File: src/hw/dsc_params.svh
`ifndef DSC_PARAMS_SVH
`define DSC_PARAMS_SVH

// register offset, same in sequencer and device space
`define DSC_CMD0_OFFSET 8'h84

// field positions
`define DSC_BIT_CACHE_TH 3'd7
`define DSC_BIT_DPAR_EN 3'd6
`define DSC_BIT_MPAR_EN 3'd5
`define DSC_BIT_REQ_LOCK 3'd4
`define DSC_BIT_INT_RAM 3'd3
`define DSC_BIT_RAM_PRES 3'd2
`define DSC_BIT_PAGE32 3'd1
`define DSC_BIT_CIO_EN 3'd0

// reset value with the ram present bit taken as zero
`define DSC_CMD0_RESET 8'h08
// bits that software may write
`define DSC_CMD0_WMASK 8'hFB
// bits restored by a chip reset write
`define DSC_CMD0_CRMASK 8'hFA

`endif

File: src/hw/dsc_pkg.sv
`default_nettype none
package dsc_pkg;

	typedef struct packed {
		logic wr;
		logic rd;
		logic [7:0] addr;
		logic [7:0] wdata;
	} dsc_req_t;

	typedef struct packed {
		logic valid;
		logic [7:0] data;
		logic par;
	} dsc_beat_t;

	typedef struct packed {
		logic cache_threshold_enable;
		logic data_parity_check_enable;
		logic memory_parity_check_enable;
		logic external_request_lock;
		logic internal_block_ram_select;
		logic ram_present_status;
		logic small_block_page_select;
		logic internal_bus_parity_check_enable;
	} dsc_cmd0_t;

endpackage
`default_nettype wire

File: src/hw/dsc_cmd0.sv
//
// Contract
// - both spaces reach register 84h without pausing
// - bits 7:3,1 change by write, chip reset, reset
// - cache threshold times bus requests from threshold
// - cache-line sized bursts with cache-line commands
// - flushed last write transfer goes even partial
// - data parity enable low skips data checks
// - scsi pio read parity follows scsi mode control
// - data parity error sets break status, interrupt, and off scsi pio its own flag
// - memory parity enable low skips memory checks
// - odd memory parity errors set flags, interrupt
// - odd memory write parity always generated
// - request lock holds arbitration request asserted
// - ram select picks internal or external ram
// - chip reset write forces internal ram select
// - ram present status inverts sampled pin
// - page select: 1 is 32 bytes, 0 is 64
// - internal bus parity errors gated by bit 0
`timescale 1ns/1ps
`default_nettype none
`include "dsc_params.svh"

module dsc_cmd0 (
	// clock and reset
	input wire logic ref_clk,
	input wire logic reset,
	// register access, sequencer space and device space
	input wire dsc_pkg::dsc_req_t seq_req,
	output logic [7:0] seq_rdata,
	output logic seq_rd_hit,
	input wire dsc_pkg::dsc_req_t dev_req,
	output logic [7:0] dev_rdata,
	output logic dev_rd_hit,
	input wire logic chip_reset_control,
	// pins
	input wire logic ram_present_pin_n,
	output logic external_arbitration_request_n,
	output logic interrupt_request_output_n,
	// bus master
	input wire logic [7:0] fifo_level,
	input wire logic [7:0] fifo_threshold_setting,
	input wire logic [7:0] latency_timer_value,
	input wire logic [7:0] cache_line_size_value,
	input wire logic fifo_flush_indication,
	input wire logic write_to_memory,
	output logic master_request,
	output logic [7:0] master_burst_len,
	output logic master_cache_cmd,
	// data path parity
	input wire dsc_pkg::dsc_beat_t data_beat,
	input wire logic data_is_scsi_pio,
	input wire logic scsi_mode_control_one,
	output logic data_parity_error_flag,
	// memory parity
	input wire dsc_pkg::dsc_beat_t mem_rd_beat,
	input wire logic mem_rd_external,
	input wire logic external_block_parity_enable,
	input wire logic mem_wr_valid,
	input wire logic [7:0] mem_wr_data,
	output logic [7:0] mem_wr_data_out,
	output logic mem_wr_par_out,
	output logic memory_parity_error_flag,
	// interrupt reporting
	output logic break_address_interrupt_status,
	input wire logic break_address_clear,
	input wire logic interrupt_enable_bit,
	input wire logic power_down_bit,
	// internal bus parity
	input wire logic internal_bus_parity_error,
	output logic internal_bus_parity_error_flag,
	// ram configuration
	output logic use_internal_block_ram,
	output logic small_block_page_select
);
	import dsc_pkg::*;

	function automatic logic odd_bad(input logic [7:0] d, input logic p);
		odd_bad = ~^{d, p};
	endfunction

	// pin synchroniser
	logic ramp_s1_q, ramp_s1_d;
	logic ramp_s2_q, ramp_s2_d;

	// register and outputs
	dsc_cmd0_t cmd_q, cmd_d;
	logic [7:0] seq_rdata_q, seq_rdata_d;
	logic [7:0] dev_rdata_q, dev_rdata_d;
	logic seq_hit_q, seq_hit_d;
	logic dev_hit_q, dev_hit_d;
	logic arb_q, arb_d;
	logic req_q, req_d;
	logic [7:0] burst_q, burst_d;
	logic ccmd_q, ccmd_d;
	logic dperr_q, dperr_d;
	logic mperr_q, mperr_d;
	logic cioerr_q, cioerr_d;
	logic brk_q, brk_d;
	logic irq_q, irq_d;
	logic [7:0] wdat_q, wdat_d;
	logic wpar_q, wpar_d;

	logic seq_wr_hit, dev_wr_hit;
	logic dchk, dbad, mchk, mbad, partial;

	always_comb begin
		ramp_s1_d = ram_present_pin_n;
		ramp_s2_d = ramp_s1_q;

		// both spaces decode the same offset; device space wins a same-cycle clash
		seq_wr_hit = seq_req.wr && seq_req.addr == `DSC_CMD0_OFFSET;
		dev_wr_hit = dev_req.wr && dev_req.addr == `DSC_CMD0_OFFSET;
		cmd_d = cmd_q;
		if (seq_wr_hit) begin
			cmd_d = (cmd_q & ~`DSC_CMD0_WMASK) | (seq_req.wdata & `DSC_CMD0_WMASK);
		end
		if (dev_wr_hit) begin
			cmd_d = (cmd_q & ~`DSC_CMD0_WMASK) | (dev_req.wdata & `DSC_CMD0_WMASK);
		end
		// chip reset beats a register write issued in the same cycle on every bit but bits 2 and 0; bit 0 keeps the written value, bit 2 its strap
		if (chip_reset_control) begin
			cmd_d = (cmd_d & ~`DSC_CMD0_CRMASK) | (`DSC_CMD0_RESET & `DSC_CMD0_CRMASK);
			cmd_d.internal_block_ram_select = 1'b1;
		end

		seq_hit_d = seq_req.rd && seq_req.addr == `DSC_CMD0_OFFSET;
		dev_hit_d = dev_req.rd && dev_req.addr == `DSC_CMD0_OFFSET;
		seq_rdata_d = seq_hit_d ? cmd_q : 8'h00;
		dev_rdata_d = dev_hit_d ? cmd_q : 8'h00;

		// lock keeps an asserted request up; new requests still come from the registered master_request
		arb_d = master_request || (cmd_q.external_request_lock && arb_q);

		// bus master request timing
		partial = fifo_flush_indication && write_to_memory;
		if (cmd_q.cache_threshold_enable) begin
			req_d = fifo_level >= fifo_threshold_setting || (partial && fifo_level != 8'h00);
			ccmd_d = latency_timer_value != 8'h00 && cache_line_size_value != 8'h00
				&& fifo_level >= cache_line_size_value;
			burst_d = ccmd_d ? cache_line_size_value : fifo_level;
		end else begin
			req_d = fifo_level != 8'h00;
			ccmd_d = 1'b0;
			burst_d = fifo_level;
		end

		// pio reads from the scsi bus are judged by the scsi control, not this register
		dchk = data_is_scsi_pio ? scsi_mode_control_one : cmd_q.data_parity_check_enable;
		dbad = data_beat.valid && dchk && odd_bad(data_beat.data, data_beat.par);
		mchk = cmd_q.memory_parity_check_enable
			&& (!mem_rd_external || external_block_parity_enable);
		mbad = mem_rd_beat.valid && mchk && odd_bad(mem_rd_beat.data, mem_rd_beat.par);
		dperr_d = dbad && !data_is_scsi_pio;
		mperr_d = mbad;
		cioerr_d = internal_bus_parity_error && cmd_q.internal_bus_parity_check_enable;

		// break status is sticky; a new error wins over a clear in the same cycle
		brk_d = dbad || mbad || (brk_q && !break_address_clear);
		irq_d = brk_d && interrupt_enable_bit && !power_down_bit;

		// write parity does not depend on the check enable
		wdat_d = mem_wr_valid ? mem_wr_data : wdat_q;
		wpar_d = mem_wr_valid ? ~^mem_wr_data : wpar_q;
	end

	always_ff @(posedge ref_clk) begin
		ramp_s1_q <= ramp_s1_d;
		ramp_s2_q <= ramp_s2_d;
		if (reset) begin
			cmd_q <= `DSC_CMD0_RESET;
			// strap caught on the clock while reset is held
			cmd_q.ram_present_status <= ~ramp_s2_q;
			seq_rdata_q <= 8'h00;
			dev_rdata_q <= 8'h00;
			seq_hit_q <= 1'b0;
			dev_hit_q <= 1'b0;
			arb_q <= 1'b0;
			req_q <= 1'b0;
			burst_q <= 8'h00;
			ccmd_q <= 1'b0;
			dperr_q <= 1'b0;
			mperr_q <= 1'b0;
			cioerr_q <= 1'b0;
			brk_q <= 1'b0;
			irq_q <= 1'b0;
			wdat_q <= 8'h00;
			wpar_q <= 1'b1;
		end else begin
			cmd_q <= cmd_d;
			seq_rdata_q <= seq_rdata_d;
			dev_rdata_q <= dev_rdata_d;
			seq_hit_q <= seq_hit_d;
			dev_hit_q <= dev_hit_d;
			arb_q <= arb_d;
			req_q <= req_d;
			burst_q <= burst_d;
			ccmd_q <= ccmd_d;
			dperr_q <= dperr_d;
			mperr_q <= mperr_d;
			cioerr_q <= cioerr_d;
			brk_q <= brk_d;
			irq_q <= irq_d;
			wdat_q <= wdat_d;
			wpar_q <= wpar_d;
		end
	end

	assign seq_rdata = seq_rdata_q;
	assign dev_rdata = dev_rdata_q;
	assign seq_rd_hit = seq_hit_q;
	assign dev_rd_hit = dev_hit_q;
	assign external_arbitration_request_n = ~arb_q;
	assign interrupt_request_output_n = ~irq_q;
	assign master_request = req_q;
	assign master_burst_len = burst_q;
	assign master_cache_cmd = ccmd_q;
	assign data_parity_error_flag = dperr_q;
	assign memory_parity_error_flag = mperr_q;
	assign internal_bus_parity_error_flag = cioerr_q;
	assign break_address_interrupt_status = brk_q;
	assign mem_wr_data_out = wdat_q;
	assign mem_wr_par_out = wpar_q;
	// external ram only counts when it was strapped present
	assign use_internal_block_ram = cmd_q.internal_block_ram_select
		|| !cmd_q.ram_present_status;
	assign small_block_page_select = cmd_q.small_block_page_select;

	AST_SEQ_WRITE: assert property (@(posedge ref_clk) disable iff (reset)
		seq_wr_hit && !dev_wr_hit && !chip_reset_control
		|=> (cmd_q & `DSC_CMD0_WMASK) == ($past(seq_req.wdata) & `DSC_CMD0_WMASK))
		else $error("sequencer write to command register lost");

	AST_HOLD: assert property (@(posedge ref_clk) disable iff (reset)
		!seq_wr_hit && !dev_wr_hit && !chip_reset_control |=> $stable(cmd_q))
		else $error("command register changed without a cause");

	AST_CHIP_RESET_CONTROL: assert property (@(posedge ref_clk) disable iff (reset)
		chip_reset_control |=> cmd_q.internal_block_ram_select
		&& !cmd_q.cache_threshold_enable && !cmd_q.small_block_page_select)
		else $error("chip reset write did not restore fields");

	// checked on release only, so the unsettled strap of the first reset edges is not judged
	AST_RAM_PRESENT_PIN: assert property (@(posedge ref_clk)
		$fell(reset) |-> cmd_q.ram_present_status == !$past(ramp_s2_q))
		else $error("ram present status not inverse of strap");

	AST_DEV_WRITE: assert property (@(posedge ref_clk) disable iff (reset)
		dev_wr_hit && !chip_reset_control
		|=> (cmd_q & `DSC_CMD0_WMASK) == ($past(dev_req.wdata) & `DSC_CMD0_WMASK))
		else $error("device write to command register lost");

	AST_SEQ_READ: assert property (@(posedge ref_clk) disable iff (reset)
		seq_req.rd && seq_req.addr == `DSC_CMD0_OFFSET
		|=> seq_rd_hit && seq_rdata == $past(cmd_q))
		else $error("sequencer read of command register wrong");

	AST_RAM_SEL: assert property (@(posedge ref_clk) disable iff (reset)
		!cmd_q.ram_present_status |-> use_internal_block_ram)
		else $error("external ram selected while absent");

	AST_THRESH: assert property (@(posedge ref_clk) disable iff (reset)
		cmd_q.cache_threshold_enable && fifo_level >= fifo_threshold_setting
		|=> master_request)
		else $error("threshold reached without bus request");

	AST_FLUSH: assert property (@(posedge ref_clk) disable iff (reset)
		cmd_q.cache_threshold_enable && fifo_flush_indication && write_to_memory
		&& fifo_level != 8'h00 |=> master_request)
		else $error("flushed partial transfer not requested");

	AST_DPAR_OFF: assert property (@(posedge ref_clk) disable iff (reset)
		!data_is_scsi_pio && !cmd_q.data_parity_check_enable |=> !data_parity_error_flag)
		else $error("data parity checked while disabled");

	AST_DPAR_ON: assert property (@(posedge ref_clk) disable iff (reset)
		data_beat.valid && !data_is_scsi_pio && cmd_q.data_parity_check_enable
		&& odd_bad(data_beat.data, data_beat.par)
		|=> data_parity_error_flag && break_address_interrupt_status)
		else $error("data parity error not reported");

	AST_MPAR: assert property (@(posedge ref_clk) disable iff (reset)
		mbad |=> memory_parity_error_flag && break_address_interrupt_status)
		else $error("memory parity error not reported");

	AST_MPAR_OFF: assert property (@(posedge ref_clk) disable iff (reset)
		!cmd_q.memory_parity_check_enable |=> !memory_parity_error_flag)
		else $error("memory parity checked while disabled");

	AST_WPAR: assert property (@(posedge ref_clk) disable iff (reset)
		mem_wr_valid |=> ^{mem_wr_data_out, mem_wr_par_out} == 1'b1)
		else $error("memory write parity not odd");

	AST_LOCK: assert property (@(posedge ref_clk) disable iff (reset)
		!external_arbitration_request_n && cmd_q.external_request_lock
		|=> !external_arbitration_request_n)
		else $error("locked arbitration request dropped");

	AST_CIO: assert property (@(posedge ref_clk) disable iff (reset)
		!cmd_q.internal_bus_parity_check_enable |=> !internal_bus_parity_error_flag)
		else $error("internal bus parity flag set while disabled");

	AST_IRQ: assert property (@(posedge ref_clk) disable iff (reset)
		power_down_bit |=> interrupt_request_output_n)
		else $error("interrupt driven during power down");

	AST_CACHE: assert property (@(posedge ref_clk) disable iff (reset)
		master_cache_cmd |-> master_burst_len == $past(cache_line_size_value))
		else $error("cache command burst not one cache line");

endmodule
`default_nettype wire

File: config.mk
export PLATFORM = sky130hd
export DESIGN_NAME = dsc_cmd0
export DESIGN_NICKNAME = d
export VERILOG_FILES = /design/src/hw/dsc_pkg.sv /design/src/hw/dsc_cmd0.sv
export VERILOG_INCLUDE_DIRS = /design/src /design/src/hw
export SDC_FILE = /design/constraint.sdc
export NUM_CORES = 1
export LEC_CHECK = 0
export BUFFER_PORTS_ARGS = -buffer_cell sky130_fd_sc_hd__buf_4
export CORE_ASPECT_RATIO = 1.4
export CORE_MARGIN = 3
export CORE_UTILIZATION = 30
export CTS_BUF_LIST = sky130_fd_sc_hd__clkbuf_8
export DETAILED_ROUTE_END_ITERATION = 6
export PLACE_DENSITY = 0.66
export SLEW_MARGIN = 10
export SYNTH_ARGS = -nofsm -noshare
export SYNTH_HDL_FRONTEND = slang
export SYNTH_SLANG_ARGS = --single-unit
File: constraint.sdc
create_clock -name ref_clk -period 1.75 [get_ports ref_clk]
set_input_delay 0.175 -clock ref_clk [delete_from_list [all_inputs] [get_ports ref_clk]]
set_output_delay 0.175 -clock ref_clk [all_outputs]
set_load 0.05 [all_outputs]
After elaboration in Yosys (flattened, before gate mapping)
Index checks and enable logic that the tools add are counted.
{ "word_totals": {"register_bits": 53, "output_inout_bits": 45, "word_cells": 86} }
{ "op_classes": {"order_cmp": 2, "eq_ne": 2, "mux": 8, "n_bitwise": 8, "reduce_logical": 41} }
{ "ops": {"columns": ["operator", "count"], "rows": [
  ["8-bit 2-to-1 mux", 4],
  ["8-bit nonzero test", 3],
  ["1-bit logical AND", 19],
  ["9-bit XNOR reduction", 2],
  ["8-bit equality test, second input constant", 2],
  ["8-bit greater-or-equal comparator", 2],
  ["3-bit by 8-bit OR with 8-bit output", 2],
  ["2-bit OR reduction", 4],
  ["8-bit XNOR reduction", 1],
  ["1-bit logical OR", 6],
  ["1-bit NOT", 6],
  ["1-bit logical NOT", 5],
  ["3-bit 2-to-1 mux", 1],
  ["1-bit 2-to-1 mux", 2],
  ["2-bit 2-to-1 mux", 1],
  ["2-bit nonzero test", 1]
]} }

Depth between registers and ports, before layout
Gate-level depths: netlist of run 1.
{ "depth": {"ltp_word": 9, "ltp_mapped": 8} }

Worst setup path before layout of run 1
Ideal clock, no wire load.
{ "synth_timing": {"kind": "input to register", "from": "in cache_line_size_value[3]", "to": "reg burst_q[0], in the netlist master_burst_len[0]", "setup_ps": 132, "arrival_ps": 1546, "t_required_ps": 1618, "slack_ps": 72, "stages": 8, "n_path_buf": 0, "cell_sequence": "inv_1 > ha_1 > a211o_1 > a21oi_1 > o21ai_1 > a221o_1 > nand3_1 > a21oi_1"} }
{ "synth_between": {"elab_chain_len": 5} }
{ "synth_lines": {"columns": ["item", "line", "rtl"], "rows": [
  ["start, declared", "dsc_cmd0.sv:44", "input wire logic [7:0] cache_line_size_value,"],
  ["parallel branches: the longest is 2 deep, another holds 8-bit greater-or-equal comparator", null, null],
  ["1-bit logical AND (*)", "dsc_cmd0.sv:140", "&& fifo_level >= cache_line_size_value;"],
  ["8-bit 2-to-1 mux (*)", "dsc_cmd0.sv:141", "burst_d = ccmd_d ? cache_line_size_value : fifo_level;"],
  ["8-bit 2-to-1 mux (*)", "dsc_cmd0.sv:137", "if (cmd_q.cache_threshold_enable) begin"],
  ["end signal, assigned", "dsc_cmd0.sv:197", "burst_q <= burst_d;"],
  ["end, declared", "dsc_cmd0.sv:94", "logic [7:0] burst_q, burst_d;"]
]} }
Mark *: on every way between the ends.
A chain may end at the register's enable or synchronous reset.

Worst setup path after layout of run 1
{ "layout_timing": {"from": "in fifo_level[3]", "to": "reg burst_q[3], in the netlist master_burst_len[3]"} }
{ "layout_between": {"elab_chain_len": 4} }
{ "layout_lines": {"columns": ["item", "line", "rtl"], "rows": [
  ["start, declared", "dsc_cmd0.sv:41", "input wire logic [7:0] fifo_level,"],
  ["8-bit greater-or-equal comparator", "dsc_cmd0.sv:140", null],
  ["1-bit logical AND", "dsc_cmd0.sv:140", null],
  ["8-bit 2-to-1 mux", "dsc_cmd0.sv:141", null],
  ["8-bit 2-to-1 mux (*)", "dsc_cmd0.sv:137", null]
]} }
Mark *: on every way between the ends. The rest lies on a longest branch, timed or not.

==> impl_results.html, run 1 <==
<table>
<tr><th>Metric</th><th>Value</th></tr>
<tr><th colspan="2">Run status</th></tr>
<tr><td>Result of the run</td><td>finished clean</td></tr>
<tr><th colspan="2">Timing</th></tr>
<tr><td>Post-route minimum period</td><td>1.61 ns</td></tr>
<tr><td>Setup WS post-layout</td><td>0.136 ns</td></tr>
<tr><td>Max Clk Rate</td><td>620 MHz</td></tr>
<tr><td>Count of final hold-check violations</td><td>0</td></tr>
<tr><td>Unrepaired setup endpoints after global routing</td><td>false</td></tr>
<tr><td>Tightest Pin Transition</td><td>0.558 ns</td></tr>
<tr><td>Final max-slew violation count</td><td>0</td></tr>
<tr><td>Post-Route Skew</td><td>0.00388 ns</td></tr>
<tr><td>Setup-violating endpoint count in the final report</td><td>0</td></tr>
<tr><td>Worst slew margin relative to its limit</td><td>0.628</td></tr>
<tr><td>Worst hold margin</td><td>0.0491 ns</td></tr>
<tr><td>Period Utilization, post-route</td><td>0.922</td></tr>
<tr><td>Setup TNS</td><td>0 ns</td></tr>
<tr><th colspan="2">Setup path</th></tr>
<tr><td>Setup slack of the worst register-to-register path</td><td>0.34 ns</td></tr>
<tr><td>Sort of element at the end of the critical path</td><td>flop</td></tr>
<tr><td>Crit path max fanout</td><td>8</td></tr>
<tr><td>Kind of critical path</td><td>primary input to flop</td></tr>
<tr><td>Arrival time at the worst endpoint</td><td>1.79 ns</td></tr>
<tr><td>Setup crit start kind</td><td>primary input</td></tr>
<tr><td>Required time of the worst setup path</td><td>1.92 ns</td></tr>
<tr><th colspan="2">CTS</th></tr>
<tr><td>Number of H-tree levels</td><td>2</td></tr>
<tr><td>Later-pin clock latency in the skew report</td><td>0.29 ns</td></tr>
<tr><td>Resized Gates After CTS</td><td>0</td></tr>
<tr><td>Number of buffers created by CTS</td><td>5</td></tr>
<tr><td>Number of sinks driven by the clock tree</td><td>53</td></tr>
<tr><td>Clock-pin slew of the registers on the worst-case setup and hold paths</td><td>0.09 ns</td></tr>
<tr><td>Clock Tree Buf Depth</td><td>2</td></tr>
<tr><td>CTS tree</td><td>built</td></tr>
<tr><td>Clock tree root buffer cell</td><td>clkbuf_8</td></tr>
<tr><th colspan="2">Power</th></tr>
<tr><td>Pwr per Cell Area</td><td>689 mW/mm²</td></tr>
<tr><td>Power share of the combinational group</td><td>0.248</td></tr>
<tr><td>Sw Ratio</td><td>0.257</td></tr>
<tr><td>Worst supply voltage drop on vdd</td><td>0.000373 V</td></tr>
<tr><td>Sequential group share of total power</td><td>0.464</td></tr>
<tr><td>Clock power share</td><td>0.288</td></tr>
<tr><td>Internal</td><td>2.01 mW</td></tr>
<tr><td>Switching pwr</td><td>0.695 mW</td></tr>
<tr><td>Leak Pwr</td><td>1.94 nW</td></tr>
<tr><th colspan="2">Finish</th></tr>
<tr><td>Design area</td><td>0.00393 mm²</td></tr>
<tr><td>Fraction of final layout cells sized beyond drive strength 1</td><td>0.427</td></tr>
<tr><td>Area added between synthesis and finish</td><td>56.1%</td></tr>
<tr><td>Number of nets in the finished design</td><td>544</td></tr>
<tr><td>Antenna diodes</td><td>0</td></tr>
<tr><th colspan="2">GRT</th></tr>
<tr><td>Antenna violations before repair</td><td>0</td></tr>
<tr><td>Vias in the first global route</td><td>2,464</td></tr>
<tr><td>GR Overflow Total</td><td>0</td></tr>
<tr><td>GRT Total Usage</td><td>0.149</td></tr>
<tr><td>First-pass GRT wire length</td><td>11,600 µm</td></tr>
<tr><td>Largest net degree at the start of global routing</td><td>30</td></tr>
<tr><th colspan="2">Placement</th></tr>
<tr><td>DP HPWL</td><td>6030 µm</td></tr>
<tr><td>Number of port buffers</td><td>153</td></tr>
<tr><td>Gp weighted congestion</td><td>0.780</td></tr>
<tr><td>Worst-case setup slack after placement</td><td>-0.186 ns</td></tr>
<tr><td>Instance area after placement</td><td>0.00381 mm²</td></tr>
<tr><th colspan="2">Route</th></tr>
<tr><td>Number of vias in the routed layout</td><td>2,401</td></tr>
<tr><td>Post-detailed-routing wire length</td><td>7160 µm</td></tr>
<tr><td>Final antenna-violating net count</td><td>0</td></tr>
<tr><td>Final routed wire length divided by cell count</td><td>13.8 µm</td></tr>
<tr><td>Starting DRC count in detailed routing</td><td>48</td></tr>
<tr><td>Total iterations of the first detailed-routing run</td><td>4</td></tr>
<tr><td>Post-detailed-route DRC marker count</td><td>0</td></tr>
<tr><td>Mean number of vias per cell</td><td>4.64</td></tr>
<tr><th colspan="2">Synthesis</th></tr>
<tr><td>Most area-consuming cells after synthesis</td><td>dfxtp_1, ha_1, mux2i_1</td></tr>
<tr><td>Per-instance average area after synthesis</td><td>9.79 µm²</td></tr>
<tr><td>Number of cells produced by synthesis</td><td>257</td></tr>
<tr><td>Area share of the leading cell type in the synthesized netlist</td><td>0.414</td></tr>
<tr><td>Net count after synthesis</td><td>384</td></tr>
<tr><td>#FFs+latches synth</td><td>53</td></tr>
<tr><td>Synthesis Warnings</td><td>0</td></tr>
<tr><td>Share of synthesized area occupied by flip-flops and latches</td><td>0.426</td></tr>
<tr><td>Most common library cells after synthesis</td><td>dfxtp_1, inv_1, nor2_1</td></tr>
<tr><td>Post-synth EDFFs</td><td>1</td></tr>
<tr><td>Top-count cell post-synth</td><td>dfxtp_1</td></tr>
<tr><td>Number of distinct standard cells referenced by the synthesized netlist</td><td>42</td></tr>
<tr><td>Most common flop cell mapped by yosys</td><td>dfxtp_1</td></tr>
<tr><td>Synth async-reset ratio</td><td>0</td></tr>
<tr><td>Leading area contributor after synthesis</td><td>dfxtp_1</td></tr>
<tr><td>Cell area after synthesis</td><td>0.00252 mm²</td></tr>
<tr><th colspan="2">Floorplan</th></tr>
<tr><td>Total number of placement rows</td><td>38</td></tr>
<tr><td>Die Area</td><td>0.00954 mm²</td></tr>
<tr><td>Die W</td><td>83.4 µm</td></tr>
<tr><td>Starting density of the core</td><td>0.317</td></tr>
<tr><td>Top-level port count</td><td>156</td></tr>
<tr><td>Height of the chip</td><td>114 µm</td></tr>
<tr><td>Core box area</td><td>0.00794 mm²</td></tr>
<tr><th colspan="2">Flow run</th></tr>
<tr><td>Total of max-cap violations</td><td>0</td></tr>
<tr><th colspan="2">Min path</th></tr>
<tr><td>Hold WC Path Type</td><td>primary input to flop</td></tr>
</table>
## per-layer routing
metal / share of wire / vias to the layer above / global-route usage / wire [µm]
met5: 0 / - / 0 / 0
met4: 0.018 / 0 / 0.0458 / 131
met3: 0.071 / 12 / 0.0338 / 506
met2: 0.53 / 104 / 0.279 / 3760
met1: 0.39 / 1070 / 0.168 / 2760
li1: - / 1215 / - / -
## power by group through the flow
stage | sequential (mW) | clock (mW) | combinational, mW
finish | 1.26 | 0.779 | 0.673
global placement | 1.28 | 0 | 0.658
floorplan | 1.38 | 0 | 0.261
global route | 1.26 | 0.859 | 0.732
CTS | 1.26 | 0.814 | 0.676
detailed placement | 1.28 | 0 | 0.672
## through the flow
step / power (mW) / util / cells
3_5_place_dp: 1.96 / 0.480 / 508
6_report: 2.71 / 0.495 / 517
5_1_grt: 2.85 / 0.495 / 517
3_3_place_gp: 1.94 / 0.480 / 508
4_1_cts: 2.75 / 0.494 / 516
2_1_floorplan: 1.64 / - / 257
## worst max-delay path: stages
cell and delay (ns):
buf_4 0.12, ha_1 0.30, a211o_1 0.29, a21oi_1 0.12
o21ai_1 0.13, a221o_1 0.45, nand3_1 0.13, a21oi_1 0.07
## cells in the final DEF (no fill, tap or decap), types with 2 or more instances in the layout
cell type / n
buf_4: 161
dfxtp_1: 52
inv_1: 20
nor2_1: 19
and2_1: 16
a21oi_1: 16
xnor2_1: 16
ha_1: 16
mux2i_1: 15
o21ai_1: 10
nand3_1: 10
a211oi_1: 6
nand2_1: 5
clkbuf_8: 5
nand2b_1: 4
nor4_1: 4
a21o_1: 4
xor2_1: 3
nor4b_2: 2
and4_1: 2
o21ai_0: 2
or4_1: 2
nor4b_1: 2
or2_2: 2
nand4_1: 2
nor3_1: 2
xnor3_1: 2
## kinds of logic after synthesis
group / share of synthesized area
muxes: 0.0641
buffers and inverters: 0.0438
DFF: 0.426
adders and majority gates: 0.0796
AOI/OAI and AO/OA: 0.117
xor gates and xnor gates: 0.0840
and+or+nand+nor: 0.186
## state kept, by name, summed over array words and instances, names as in the netlist, 7 cells and up
| signal | count |
|---|---|
| cmd_q | 7 |
| dev_rdata | 8 |
| master_burst_len | 8 |
| mem_wr_data_out | 8 |
| seq_rdata | 8 |
## layout make-up
cell class | count | area [µm²]
multi-input combinational | 175 | 1340
sequential | 53 | 1070
timing repair buffer | 162 | 1220
fill | 763 | 4010
clock buffer | 5 | 68.8
tap | 100 | 125
inverter | 20 | 75.1
clock inverter | 2 | 35.0
## what timing repair did
item,CTS,global route
endpoints found under the setup margin,0,5
setup buffers,0,1
hold endpoints to repair,1,0
hold buffers,1,0
## final timing paths
check / startpoint / end / depth (start not counted)
max: fifo_level[3] / master_burst_len[3] / 8
max reg2reg: cmd_q[7] / master_burst_len[3] / 4
min reg2reg: ramp_s1_q / ramp_s2_q / 0
min: power_down_bit / irq_q / 2
No activity file was read; power rests on OpenSTA's default activity.
==> run 2: changes to the inputs <==
Settings changed: MAX_ROUTING_LAYER set to met4.
==> run 2 against run 1 <==
Sequential power hardly changed. Clock skew grew 0.0017 ns. Non-clock buffer count stayed put. Combinational power is essentially flat. Final area rose by 0.19%. Total power is 0.73% higher. Critical endpoint unchanged. Highest routed layer unchanged.
==> impl_results.html, run 2 (synthesis gave the netlist of run 1 again) <==
<table>
<tr><th>Metric</th><th>Value</th></tr>
<tr><th colspan="2">Run status</th></tr>
<tr><td>Result of the run</td><td>finished clean</td></tr>
<tr><th colspan="2">Placement</th></tr>
<tr><td>DP HPWL</td><td>5940 µm</td></tr>
<tr><td>Gp weighted congestion</td><td>0.788</td></tr>
<tr><td>Number of port buffers</td><td>153</td></tr>
<tr><th colspan="2">GRT</th></tr>
<tr><td>GRT Total Usage</td><td>0.149</td></tr>
<tr><td>Vias in the first global route</td><td>2,367</td></tr>
<tr><td>GR Overflow Total</td><td>0</td></tr>
<tr><td>Antenna violations before repair</td><td>0</td></tr>
<tr><td>Largest net degree at the start of global routing</td><td>30</td></tr>
<tr><td>First-pass GRT wire length</td><td>11,100 µm</td></tr>
<tr><th colspan="2">Power</th></tr>
<tr><td>Worst supply voltage drop on vdd</td><td>0.000401 V</td></tr>
<tr><td>Leak Pwr</td><td>1.94 nW</td></tr>
<tr><td>Design Power</td><td>2.73 mW</td></tr>
<tr><td>Pwr per Cell Area</td><td>693 mW/mm²</td></tr>
<tr><th colspan="2">Route</th></tr>
<tr><td>Post-detailed-routing wire length</td><td>7050 µm</td></tr>
<tr><td>Number of vias in the routed layout</td><td>2,344</td></tr>
<tr><td>Mean number of vias per cell</td><td>4.53</td></tr>
<tr><td>Final antenna-violating net count</td><td>0</td></tr>
<tr><td>Total iterations of the first detailed-routing run</td><td>4</td></tr>
<tr><td>Post-detailed-route DRC marker count</td><td>0</td></tr>
<tr><td>Final routed wire length divided by cell count</td><td>13.6 µm</td></tr>
<tr><td>Starting DRC count in detailed routing</td><td>52</td></tr>
<tr><th colspan="2">Floorplan</th></tr>
<tr><td>Core box area</td><td>0.00794 mm²</td></tr>
<tr><td>Total number of placement rows</td><td>38</td></tr>
<tr><td>Die W</td><td>83.4 µm</td></tr>
<tr><td>Height of the chip</td><td>114 µm</td></tr>
<tr><td>Starting density of the core</td><td>0.317</td></tr>
<tr><td>Die Area</td><td>0.00954 mm²</td></tr>
<tr><td>Top-level port count</td><td>156</td></tr>
<tr><th colspan="2">Min path</th></tr>
<tr><td>Hold-critical path depth</td><td>2</td></tr>
<tr><td>Hold WC Path Type</td><td>primary input to flop</td></tr>
<tr><th colspan="2">Setup path</th></tr>
<tr><td>Sequence of cells on the critical path</td><td>buf_4, ha_1, a211o_1, a21oi_1, o21ai_1, a221o_1, nand3_1, a21oi_1</td></tr>
<tr><td>Sort of element at the end of the critical path</td><td>flop</td></tr>
<tr><td>Most used cell along the critical path</td><td>a21oi_1</td></tr>
<tr><td>Required time of the worst setup path</td><td>1.93 ns</td></tr>
<tr><td>Arrival time at the worst endpoint</td><td>1.76 ns</td></tr>
<tr><td>Kind of critical path</td><td>primary input to flop</td></tr>
<tr><td>Delay of the slowest critical-path stage</td><td>0.45 ns</td></tr>
<tr><td>Cell depth of the worst flop-to-flop path</td><td>4</td></tr>
<tr><td>Crit path max fanout</td><td>8</td></tr>
<tr><td>Critical Path Slowest Stage Cell</td><td>a221o_1</td></tr>
<tr><td>Setup crit start kind</td><td>primary input</td></tr>
<tr><th colspan="2">CTS</th></tr>
<tr><td>Number of sinks driven by the clock tree</td><td>53</td></tr>
<tr><td>Number of H-tree levels</td><td>2</td></tr>
<tr><td>Number of buffers created by CTS</td><td>5</td></tr>
<tr><td>Clock Tree Buf Depth</td><td>2</td></tr>
<tr><td>Clock tree root buffer cell</td><td>clkbuf_8</td></tr>
<tr><td>Later-pin clock latency in the skew report</td><td>0.30 ns</td></tr>
<tr><td>CTS tree</td><td>built</td></tr>
<tr><td>Clock-pin slew of the registers on the worst-case setup and hold paths</td><td>0.09 ns</td></tr>
<tr><th colspan="2">Finish</th></tr>
<tr><td>Area added between synthesis and finish</td><td>56.4%</td></tr>
<tr><td>Leading cell types in the layout, fill and taps excluded</td><td>buf_4, dfxtp_1, inv_1, nor2_1</td></tr>
<tr><td>Fraction of final layout cells sized beyond drive strength 1</td><td>0.426</td></tr>
<tr><td>Antenna diodes</td><td>0</td></tr>
<tr><td>Commonest non-fill, non-tap cell in the layout</td><td>buf_4</td></tr>
<tr><td>Number of fill cells in the layout</td><td>780</td></tr>
<tr><td>Number of nets in the finished design</td><td>544</td></tr>
<tr><th colspan="2">Timing</th></tr>
<tr><td>Period Utilization, post-route</td><td>0.903</td></tr>
<tr><td>Worst hold margin</td><td>0.0439 ns</td></tr>
<tr><td>Post-Route Skew</td><td>0.00559 ns</td></tr>
<tr><td>Unrepaired setup endpoints after global routing</td><td>false</td></tr>
<tr><td>Tightest Pin Transition</td><td>0.569 ns</td></tr>
<tr><td>Max Clk Rate</td><td>632 MHz</td></tr>
<tr><td>Final max-slew violation count</td><td>0</td></tr>
<tr><td>Post-route minimum period</td><td>1.58 ns</td></tr>
<tr><td>Setup-violating endpoint count in the final report</td><td>0</td></tr>
<tr><td>Worst slew margin relative to its limit</td><td>0.621</td></tr>
<tr><td>Count of final hold-check violations</td><td>0</td></tr>
<tr><th colspan="2">Flow run</th></tr>
<tr><td>Total of max-cap violations</td><td>0</td></tr>
</table>
run 2: cell count changes in the layout (fill, tap and decap cells not counted):
cell / change
clkinv_2: -1
inv_1: +1
clkinv_4: +1
run 2: per-stage QoR:
step	area, µm²	util	cells	TNS [ns]	worst slack (ns)
floorplan	2520	-	257	0	0.0716
global placement	3810	0.480	508	-1.10	-0.136
finish	3940	0.496	518	0	0.169
CTS	3930	0.495	517	0	0.131
global route	3940	0.496	518	0	0.0267
detailed placement	3810	0.480	508	-1.45	-0.180
run 2: repair_timing:
action | 4_1_cts | 5_1_grt
hold endpoints to repair | 1 | 0
gates resized for setup | 0 | 0
endpoints found under the setup margin | 0 | 3
hold buffers | 1 | 0
buffers inserted | 0 | 1
run 2: final timing paths:
kind	start	to	slack, ns
max	fifo_level[3]	master_burst_len[3]	0.17
min	power_down_bit	irq_q	0.04
max reg2reg	cmd_q[7]	master_burst_len[1]	0.36
min reg2reg	ramp_s1_q	ramp_s2_q	0.34
run 2: where the power goes:
group / switching (mW) / leakage [nW] / total (mW) / internal [mW]
clock: 0.377 / 0.0595 / 0.800 / 0.424
combinational: 0.316 / 1.45 / 0.671 / 0.355
sequential: 0.0139 / 0.435 / 1.26 / 1.24
total: 0.707 / 1.94 / 2.73 / 2.02
run 2: per-layer routing:
metal,up-vias,global-route usage,share of wire
li1,1212,-,-
met5,-,-,0
met2,101,0.273,0.52
met1,1023,0.164,0.40
met3,8,0.0295,0.067
met4,0,0.0371,0.013
run 2: area by class of cell:
| class | count | area (µm²) | share of cell area |
|---|---|---|---|
| well taps | 100 | 125 | 0.0318 |
| flip-flops and latches | 53 | 1070 | 0.272 |
| repair buffers | 162 | 1220 | 0.310 |
| clock inverters | 3 | 42.5 | 0.0108 |
| clock buffers | 5 | 68.8 | 0.0175 |
| multi-input cells | 175 | 1340 | 0.339 |
| inverters | 20 | 75.1 | 0.0191 |
run 2: critical path: cells and delay by family:
kind	cells	cell delay [ns]
buf+inv	1	0.11
compound gates	5	1.05
simple gates	1	0.13
fa+ha+maj	1	0.30
